==> config.mk <==
export PLATFORM = sky130hd
export DESIGN_NAME = tile_status_control_bank
export DESIGN_NICKNAME = d
export VERILOG_FILES = /design/src/ring_counter.v /design/src/vector_former.v /design/src/tile_status_control_bank.v
export VERILOG_INCLUDE_DIRS = /design/src
export SDC_FILE = /design/constraint.sdc
export NUM_CORES = 1
export LEC_CHECK = 0
export CAP_MARGIN = 40
export CORE_ASPECT_RATIO = 0.5
export CORE_UTILIZATION = 50
export CTS_BUF_LIST = sky130_fd_sc_hd__clkbuf_2 sky130_fd_sc_hd__clkbuf_4 sky130_fd_sc_hd__clkbuf_8
export DETAILED_ROUTE_END_ITERATION = 8
export DONT_BUFFER_PORTS = 1
export SYNTH_ARGS = -nofsm -noshare
export SYNTH_HDL_FRONTEND = slang
export SYNTH_SLANG_ARGS = --single-unit
==> constraint.sdc <==
create_clock -name clk -period 2.2 [get_ports clk]
set_input_delay 0.11 -clock clk [delete_from_list [all_inputs] [get_ports clk]]
set_output_delay 0.11 -clock clk [all_outputs]
set_load 0.005 [all_outputs]
==> src/tile_defs.vh <==
// Purpose: constants shared by the tile status and control register bank
// Assumes: included by bare name from each design file
// Notes:   register numbers are processor-status numbers, not byte addresses
`ifndef TILE_DEFS_VH
`define TILE_DEFS_VH

// ---------------------------------------------------------------
// register numbers
// ---------------------------------------------------------------
`define REG_VECTOR_BASE 8'h01
`define REG_FEATURE_CTRL 8'h02
`define REG_BOOT_STATUS 8'h03
`define REG_SECURITY 8'h05
`define REG_OSC_CTRL 8'h06
`define REG_CELL_COUNT 8'h07
`define REG_WIRE_COUNT 8'h08

// ---------------------------------------------------------------
// vector base layout
// ---------------------------------------------------------------
`define VEC_FIELD_HI 31
`define VEC_FIELD_LO 19
`define VEC_FIELD_W 13
`define VEC_PAD_W 3
`define VEC_RESET 13'h0000

// ---------------------------------------------------------------
// feature control bit positions
// ---------------------------------------------------------------
`define FC_RAM_SHUTDOWN 10
`define FC_AUTOSLEEP 9
`define FC_DIV_DYNAMIC 5
`define FC_DIV_ENABLE 4
`define FC_USB 1
`define FC_EXTMEM 0
`define FC_WRITE_MASK 32'h0000_0633

// ---------------------------------------------------------------
// boot status bit positions
// ---------------------------------------------------------------
`define BS_PROC_HI 23
`define BS_PROC_LO 16
`define BS_OVERRIDE 8
`define BS_SKIP_POLL 4
`define BS_FROM_RAM 3
`define BS_FROM_JTAG 2
`define BS_PLL_HI 1
`define BS_PLL_LO 0

// ---------------------------------------------------------------
// security bit positions
// ---------------------------------------------------------------
`define SEC_WRITE_LOCK 31
`define SEC_GLOBAL_DEBUG 14
`define SEC_FUSE_READ 9
`define SEC_FUSE_PROG 8
`define SEC_FUSE_MERGE 7
`define SEC_BOOT_OVERRIDE 5
`define SEC_JTAG_PLL 4
`define SEC_DEBUG_TAP 0
`define SEC_WRITE_MASK 32'h8000_43B1

// ---------------------------------------------------------------
// oscillator control and counters
// ---------------------------------------------------------------
`define OSC_CORE_ON 1
`define OSC_PERIPH_ON 0
`define OSC_COUNT_W 16
`define OSC_NUM 4

// ---------------------------------------------------------------
// clock divider ratio, in core clock cycles per enable pulse
// ---------------------------------------------------------------
`define CLK_DIV_RATIO 4'h8

`endif

==> src/ring_counter.v <==
// Purpose: counter of one ring oscillator's edges, clocked by clk, with a stable copy
// Assumes: osc_edge is one pulse per oscillator cycle, sampled on clk
// Notes:   the count itself is never reset, only the enable path is
`timescale 1ns/100ps
`include "tile_defs.vh"
module ring_counter (
  input wire clk,
  input wire reset,
  input wire enable,
  input wire osc_edge,
  output reg [`OSC_COUNT_W-1:0] count_r,
  output reg [`OSC_COUNT_W-1:0] held_r
);
  reg sync1_r;
  reg run_r;

  // power-up value of the count; system reset never touches it, so
  // without this the count would stay unknown for good
  initial begin
    count_r = 16'h0000;
  end

  // ---------------------------------------------------------------
  // two-stage enable pipeline, both stages on clk
  // ---------------------------------------------------------------
  always @(posedge clk) begin
    if (reset) begin
      sync1_r <= 1'b0;
      run_r <= 1'b0;
    end else begin
      sync1_r <= enable;
      run_r <= sync1_r;
    end
  end

  // ---------------------------------------------------------------
  // free-running count, kept through reset
  // ---------------------------------------------------------------
  always @(posedge clk) begin
    if (run_r && osc_edge) begin
      count_r <= count_r + 16'h0001;
    end
  end

  // held copy only moves while stopped, so a read never sees a moving
  // count; software still waits out the enable pipeline
  always @(posedge clk) begin
    if (!run_r) begin
      held_r <= count_r;
    end
  end
endmodule

==> src/vector_former.v <==
// Purpose: builds the event or interrupt destination address
// Assumes: event_taken is a one-cycle pulse with its vector beside it
// Notes:   result is registered, valid one cycle after the event
`timescale 1ns/100ps
`include "tile_defs.vh"
module vector_former (
  input wire clk,
  input wire reset,
  input wire event_taken,
  input wire [15:0] event_vector,
  input wire [`VEC_FIELD_W-1:0] base_field,
  output reg [31:0] target_addr_r,
  output reg target_valid_r
);
  always @(posedge clk) begin
    if (reset) begin
      target_addr_r <= 32'h0000_0000;
      target_valid_r <= 1'b0;
    end else begin
      target_valid_r <= event_taken;
      if (event_taken) begin
        // reserved base bits 18:16 read as zero
        target_addr_r <= {base_field, 3'h0, event_vector};
      end
    end
  end
endmodule

==> src/tile_status_control_bank.v <==
// Purpose: processor-status register bank of one processor tile
// Assumes: ps_* strobes come from the tile's status read/write path
// Notes:   one clock; oscillator edges arrive as sampled pulses
//
// Notes on behaviour
// - event address: upper 16 bits from vector base, lower from vector
// - vector base writable in bits 31:19, bits 18:0 read zero
// - feature bit 10 powers down tile RAMs; contents lost
// - feature bit 9 enables memory auto-sleep
// - feature bit 4 enables the core clock divider
// - feature bit 5 dynamic mode: divide only while all threads paused
// - bit 1 USB support, bit 0 external memory; other bits reserved
// - boot status read-only, processor number in bits 23:16
// - boot status: RAM, JTAG, poll skip, PLL strap pins; override from security bit 5
// - security register loaded from the fuse memory word
// - security bit 31 set locks out further security writes
// - security bit 14 blocks global debug, bit 0 the debug TAP
// - bit 9 blocks fuse reads, bit 8 the fuse programming port
// - security bit 7 merges fuse memory into one read space
// - security bit 5 forces boot from fuse memory
// - security bit 4 blocks JTAG access to PLL and boot registers
// - four ring oscillators with counters, started and stopped by software
// - oscillator control bit 1 core, bit 0 peripheral, reset zero
// - counts read in bits 15:0, upper zero, kept through reset
// - first count register is cell oscillator, second wire oscillator
// - oscillators run asynchronously and supply random bits
`timescale 1ns/100ps
`include "tile_defs.vh"
module tile_status_control_bank (
  input wire clk,
  input wire reset,
  // processor-status access
  input wire ps_write,
  input wire ps_read,
  input wire [7:0] ps_number,
  input wire [31:0] ps_wdata,
  output reg [31:0] ps_rdata,
  output reg ps_rvalid,
  // event address forming
  input wire event_taken,
  input wire [15:0] event_vector,
  output wire [31:0] event_target,
  output wire event_target_valid,
  // fuse memory security word
  input wire fuse_load,
  input wire [31:0] fuse_word,
  // boot straps, caught once after reset
  input wire [7:0] processor_number,
  input wire strap_boot_ram,
  input wire strap_boot_jtag,
  input wire strap_skip_poll,
  input wire [1:0] pll_strap_value,
  // thread activity for the dynamic divider
  input wire all_threads_paused,
  // ring oscillator edge pulses: cell, wire, periph cell, periph wire
  input wire [`OSC_NUM-1:0] osc_edge,
  // feature controls
  output reg ram_shutdown,
  output reg memory_autosleep_on,
  output reg usb_on,
  output reg external_memory_on,
  output reg divider_active,
  output reg core_clk_ce,
  // security controls
  output reg global_debug_block,
  output reg debug_tap_block,
  output reg fuse_read_block,
  output reg fuse_prog_block,
  output reg fuse_merge_space,
  output reg fuse_boot_override,
  output reg jtag_pll_block,
  // random bits from the oscillator counters
  output reg [`OSC_NUM-1:0] random_bits
);
  // ---------------------------------------------------------------
  // state
  // ---------------------------------------------------------------
  reg [`VEC_FIELD_W-1:0] vector_base_r;
  reg [31:0] feature_r;
  reg [31:0] security_r;
  reg [1:0] osc_ctrl_r;
  reg [7:0] proc_num_r;
  reg [3:0] boot_flags_r;
  reg [1:0] pll_strap_r;
  reg straps_taken_r;
  reg [3:0] div_count_r;
  reg [3:0] div_count_nxt;
  reg ce_nxt;
  reg div_on_nxt;
  reg [31:0] rdata_nxt;
  wire [`OSC_COUNT_W-1:0] held0;
  wire [`OSC_COUNT_W-1:0] held1;
  wire [`OSC_COUNT_W-1:0] live0;
  wire [`OSC_COUNT_W-1:0] live1;
  wire [`OSC_COUNT_W-1:0] live2;
  wire [`OSC_COUNT_W-1:0] live3;
  wire wr_vec;
  wire wr_feat;
  wire wr_sec;
  wire wr_osc;

  // ---------------------------------------------------------------
  // helpers
  // ---------------------------------------------------------------
  function [31:0] count_word;
    input [`OSC_COUNT_W-1:0] c;
    begin
      count_word = {16'h0000, c};
    end
  endfunction

  function hit;
    input [7:0] number;
    input [7:0] target;
    begin
      hit = (number == target);
    end
  endfunction

  assign wr_vec = ps_write && hit(ps_number, `REG_VECTOR_BASE);
  assign wr_feat = ps_write && hit(ps_number, `REG_FEATURE_CTRL);
  assign wr_sec = ps_write && hit(ps_number, `REG_SECURITY);
  assign wr_osc = ps_write && hit(ps_number, `REG_OSC_CTRL);

  // ---------------------------------------------------------------
  // writable registers
  // ---------------------------------------------------------------
  always @(posedge clk) begin
    if (reset) begin
      vector_base_r <= `VEC_RESET;
      feature_r <= 32'h0000_0000;
      osc_ctrl_r <= 2'h0;
    end else begin
      if (wr_vec) begin
        vector_base_r <= ps_wdata[`VEC_FIELD_HI:`VEC_FIELD_LO];
      end
      if (wr_feat) begin
        // reserved bits never stored
        feature_r <= ps_wdata & `FC_WRITE_MASK;
      end
      if (wr_osc) begin
        osc_ctrl_r <= ps_wdata[1:0];
      end
    end
  end

  // fuse load comes from hardware and wins over a software write in
  // the same cycle; the lock bit only gates software writes
  always @(posedge clk) begin
    if (reset) begin
      security_r <= 32'h0000_0000;
    end else if (fuse_load) begin
      security_r <= fuse_word & `SEC_WRITE_MASK;
    end else if (wr_sec && !security_r[`SEC_WRITE_LOCK]) begin
      security_r <= ps_wdata & `SEC_WRITE_MASK;
    end
  end

  // ---------------------------------------------------------------
  // boot straps, taken on the first edge after reset release
  // ---------------------------------------------------------------
  always @(posedge clk) begin
    if (reset) begin
      straps_taken_r <= 1'b0;
      proc_num_r <= 8'h00;
      boot_flags_r <= 4'h0;
      pll_strap_r <= 2'h0;
    end else if (!straps_taken_r) begin
      straps_taken_r <= 1'b1;
      proc_num_r <= processor_number;
      boot_flags_r <= {1'b0, strap_skip_poll, strap_boot_ram,
                       strap_boot_jtag};
      pll_strap_r <= pll_strap_value;
    end
  end

  // ---------------------------------------------------------------
  // read path: answer one cycle after the read strobe
  // ---------------------------------------------------------------
  always @* begin
    rdata_nxt = 32'h0000_0000;
    case (ps_number)
      `REG_VECTOR_BASE: begin
        rdata_nxt = {vector_base_r, 19'h00000};
      end
      `REG_FEATURE_CTRL: begin
        rdata_nxt = feature_r;
      end
      `REG_BOOT_STATUS: begin
        rdata_nxt[`BS_PROC_HI:`BS_PROC_LO] = proc_num_r;
        rdata_nxt[`BS_OVERRIDE] = security_r[`SEC_BOOT_OVERRIDE];
        rdata_nxt[`BS_SKIP_POLL] = boot_flags_r[2];
        rdata_nxt[`BS_FROM_RAM] = boot_flags_r[1];
        rdata_nxt[`BS_FROM_JTAG] = boot_flags_r[0];
        rdata_nxt[`BS_PLL_HI:`BS_PLL_LO] = pll_strap_r;
      end
      `REG_SECURITY: begin
        rdata_nxt = security_r;
      end
      `REG_OSC_CTRL: begin
        rdata_nxt = {30'h0000_0000, osc_ctrl_r};
      end
      `REG_CELL_COUNT: begin
        rdata_nxt = count_word(held0);
      end
      `REG_WIRE_COUNT: begin
        rdata_nxt = count_word(held1);
      end
      default: begin
        rdata_nxt = 32'h0000_0000;
      end
    endcase
  end

  always @(posedge clk) begin
    if (reset) begin
      ps_rdata <= 32'h0000_0000;
      ps_rvalid <= 1'b0;
    end else begin
      ps_rvalid <= ps_read;
      if (ps_read) begin
        ps_rdata <= rdata_nxt;
      end
    end
  end

  // ---------------------------------------------------------------
  // clock divider: the core clock itself is not gated here, the
  // divided rate leaves as a one-cycle enable pulse
  // ---------------------------------------------------------------
  always @* begin
    div_on_nxt = feature_r[`FC_DIV_ENABLE] &&
                 (!feature_r[`FC_DIV_DYNAMIC] ||
                  all_threads_paused);
    div_count_nxt = 4'h0;
    ce_nxt = 1'b1;
    if (div_on_nxt) begin
      if (div_count_r >= `CLK_DIV_RATIO - 4'h1) begin
        div_count_nxt = 4'h0;
        ce_nxt = 1'b1;
      end else begin
        div_count_nxt = div_count_r + 4'h1;
        ce_nxt = 1'b0;
      end
    end
  end

  always @(posedge clk) begin
    if (reset) begin
      div_count_r <= 4'h0;
      core_clk_ce <= 1'b1;
      divider_active <= 1'b0;
    end else begin
      div_count_r <= div_count_nxt;
      core_clk_ce <= ce_nxt;
      divider_active <= div_on_nxt;
    end
  end

  // ---------------------------------------------------------------
  // registered control outputs
  // ---------------------------------------------------------------
  always @(posedge clk) begin
    if (reset) begin
      ram_shutdown <= 1'b0;
      memory_autosleep_on <= 1'b0;
      usb_on <= 1'b0;
      external_memory_on <= 1'b0;
      global_debug_block <= 1'b0;
      debug_tap_block <= 1'b0;
      fuse_read_block <= 1'b0;
      fuse_prog_block <= 1'b0;
      fuse_merge_space <= 1'b0;
      fuse_boot_override <= 1'b0;
      jtag_pll_block <= 1'b0;
      random_bits <= 4'h0;
    end else begin
      // RAM contents are not kept; software must save them first
      ram_shutdown <= feature_r[`FC_RAM_SHUTDOWN];
      memory_autosleep_on <= feature_r[`FC_AUTOSLEEP];
      usb_on <= feature_r[`FC_USB];
      external_memory_on <= feature_r[`FC_EXTMEM];
      global_debug_block <= security_r[`SEC_GLOBAL_DEBUG];
      debug_tap_block <= security_r[`SEC_DEBUG_TAP];
      fuse_read_block <= security_r[`SEC_FUSE_READ];
      fuse_prog_block <= security_r[`SEC_FUSE_PROG];
      fuse_merge_space <= security_r[`SEC_FUSE_MERGE];
      fuse_boot_override <= security_r[`SEC_BOOT_OVERRIDE];
      jtag_pll_block <= security_r[`SEC_JTAG_PLL];
      random_bits <= {live3[0], live2[0], live1[0], live0[0]};
    end
  end

  // ---------------------------------------------------------------
  // ring oscillator counters: cell and wire on the core enable,
  // the peripheral pair on the peripheral enable
  // ---------------------------------------------------------------
  ring_counter cell_count (
    .clk(clk),
    .reset(reset),
    .enable(osc_ctrl_r[`OSC_CORE_ON]),
    .osc_edge(osc_edge[0]),
    .count_r(live0),
    .held_r(held0)
  );

  ring_counter wire_count (
    .clk(clk),
    .reset(reset),
    .enable(osc_ctrl_r[`OSC_CORE_ON]),
    .osc_edge(osc_edge[1]),
    .count_r(live1),
    .held_r(held1)
  );

  ring_counter periph_cell_count (
    .clk(clk),
    .reset(reset),
    .enable(osc_ctrl_r[`OSC_PERIPH_ON]),
    .osc_edge(osc_edge[2]),
    .count_r(live2),
    .held_r()
  );

  ring_counter periph_wire_count (
    .clk(clk),
    .reset(reset),
    .enable(osc_ctrl_r[`OSC_PERIPH_ON]),
    .osc_edge(osc_edge[3]),
    .count_r(live3),
    .held_r()
  );

  // ---------------------------------------------------------------
  // event destination address
  // ---------------------------------------------------------------
  vector_former vec_form (
    .clk(clk),
    .reset(reset),
    .event_taken(event_taken),
    .event_vector(event_vector),
    .base_field(vector_base_r),
    .target_addr_r(event_target),
    .target_valid_r(event_target_valid)
  );
endmodule

==> impl_metrics.tcl <==
set metrics [dict create \
    status "finished clean" \
    portBuffers 0 \
    cts_tree "yes" \
    maxSlewHeadroom_pct 40.41 \
    wl_mm 17.34 \
    grt_use_total_pct 22.80 \
    drtPass1Iterations 5 \
    synth_top_area_share_pct 34.43 \
    n_antenna_cell 0 \
    die_w_um 176.6 \
    drive_above_1_share_pct 8.410 \
    fin_ws_ns 0.2746 \
    clk_transition_reported_paths_ns 0.11 \
    antenna_left 0 \
    period_share_pct 87.52 \
    grt_first_pass_wirelength_mm 26.89 \
    routed.top_layer "met4" \
    final_cell_area_um2 9145 \
    period_needed_ns 1.925 \
    rsz0062_at_grt "false" \
    gp_congestion 0.7446 \
    nets 863 \
    rows 31 \
    ys.flop_type "dfxtp_1" \
    postLayoutCoreUtil_pct 62.37 \
    met2_length_mm 8.190 \
    synth.area.top_cells "dfxtp_1 34%, edfxtp_1 26%, mux2i_1 8.3%" \
    via_count 5124 \
    reg2reg_setup_slack_ns 0.27 \
    cts_made_buffers 17 \
    clock-sinks 197 \
    synth_seq_area_share_pct 60.45 \
    fin_skew_ns 0.01828 \
    setup_viol 0 \
    fin_cells 959 \
    synth_most_common_cell "dfxtp_1" \
    vdd_ir_drop_max_v 0.0004797 \
    cp-end-kind "flip-flop" \
    synth_warnings 0 \
    wl_met3_mm 1.013 \
    dpl-instance-area_um2 7789 \
    wl_per_cell_um 18.08 \
    synth_commonest_cells "131 x dfxtp_1, 93 x nor2_1, 66 x edfxtp_1, 63 x mux2i_1, 37 x nand2_1" \
    fmax_mhz 519.4 \
    synth_area_per_cell_um2 11.49 \
    p_leak_nw 3.523 \
    area_delta_synth_final_pct 20.06 \
    dp.cells 833 \
    path_class "flip-flop to flip-flop" \
    worstSetupStartpointType "flip-flop" \
    synth-edff-count 66 \
    holdWs_ns 0.01625 \
    wirelength_met1_mm 7.991 \
    fill_cells 1203 \
    overflow 0 \
    critPathRequiredTime_ns 2.55 \
    initial_core_util_pct 51.95 \
    slew_violations 0 \
    hp-class "input pin to flip-flop" \
    synth_seq_cells 197 \
    yosysUniqueCellTypes 56 \
    worstPathArrival_ns 2.28 \
    post_cts_buffers 0 \
    clockBufferDepth 2 \
    h-tree-depth 4 \
    drv_cap 0 \
    clock_latency_ns 0.46 \
    vias_per_cell 5.343 \
    yosys.area.top_type "dfxtp_1" \
    pre_cts_ws_ns 0.3962 \
    synthCells 663 \
    total_power_mw 6.497 \
    clockRootBuffer "clkbuf_8" \
    grt_max_degree 110 \
    die_h_um 89.28 \
    boundaryPins 195 \
    crit_path_max_fanout 14 \
    setup_tns_ns 0 \
    hold_violations 0 \
    async_flop_share_pct 0 \
    syn_area_um2 7617 \
    grt_pass1_vias 4893 \
    power_density_nw_per_um2 710.4 \
    grt_antenna_before_repair 0 \
    first_iter_violations 343 \
    tightest_slew_ns 0.8885 \
    core_um2 14660 \
    drc_errors 0 \
    dp_hpwl_mm 11.07 \
    die_area_um2 15760 \
]
worst max-delay path: stages, from the launching register on:
cell and delay, ns:
dfxtp_1 0.34, nand2b_1 0.18, nor4_4 0.15, buf_4 0.22, nor3b_1 0.28, nor4_2 0.08, dlygate4sd3_1 0.58
cell families after synthesis:
group                      Yosys count  share of synthesized area [%]
AOI/OAI and AO/OA                   65                          5.667
DFF                                197                          60.45
muxes                               74                          10.05
and+or+nand+nor                    245                          17.28
xor gates and xnor gates            28                          3.219
buffers and inverters               50                          2.792
adders and majority gates            3                         0.4928
other                                1                        0.04923
sequential cells by signal, indices dropped and copies added, names as in the netlist, 2 cells and up:
name                    flops
ps_rdata                   32
vec_form.target_addr_r     29
cell_count.count_r         16
cell_count.held_r          16
wire_count.count_r         16
wire_count.held_r          16
vector_base_r              13
proc_num_r                  8
security_r                  8
feature_r                   6
div_count_r                 4
random_bits                 4
boot_flags_r                3
osc_ctrl_r                  2
pll_strap_r                 2
where the power goes:
group,switching [mW],internal [mW],total [mW]
Combinational,0.164,0.208,0.372
Sequential,0.0381,3.78,3.82
Clock,1.34,0.964,2.30
Total,1.54,4.95,6.50
cell type report:
type                       count  area (um^2)  share of cell area [%]
clock buffer                  18        247.7                   2.709
clock inverter                14        140.1                   1.532
inverter                       9        33.78                  0.3694
multi-input combinational    418         2808                   30.70
sequential                   197         4604                   50.35
tap                          198        247.7                   2.709
timing repair buffer         105         1064                   11.63
final timing paths:
check	startpoint	endpoint	cells after the start
max	security_r[31]$_SDFFE_PP0P_	security_r[0]$_SDFFE_PP0P_	6
min	ps_number[2]	ps_rdata[2]$_SDFFE_PP0P_	3
max reg2reg	security_r[31]$_SDFFE_PP0P_	security_r[0]$_SDFFE_PP0P_	6
min reg2reg	periph_wire_count.sync1_r$_SDFF_PP0_	periph_wire_count.run_r$_SDFF_PP0_	1
routing by layer:
| layer | up-vias | track usage, % |
|---|---|---|
| li1 | 2505 | - |
| met1 | 2478 | 29.89 |
| met2 | 126 | 37.54 |
| met3 | 15 | 6.378 |
| met4 | 0 | 6.270 |
| met5 | - | 0 |
placed cells by master (no fill, tap or decap), types with 10 or more instances in the layout:
cell	synthesis	routed
xor2_1	10	10
dfxtp_1	131	131
nor2_1	93	93
and3_1	10	10
xnor2_1	18	18
a21oi_1	15	15
dlygate4sd3_1	0	92
nand3_1	21	21
nor2b_1	27	27
edfxtp_1	66	66
clkbuf_8	0	18
mux2i_1	63	63
nand2_1	37	37
a22oi_1	18	18
buf_4	3	10
o21ai_1	17	17
what timing repair did:
item / 4_1_cts / 5_1_grt
hold buffers: 94 / 0
endpoints found under the hold margin: 119 / 0
resized for setup: 0 / 0
No activity file was read; power rests on OpenSTA's default activity.
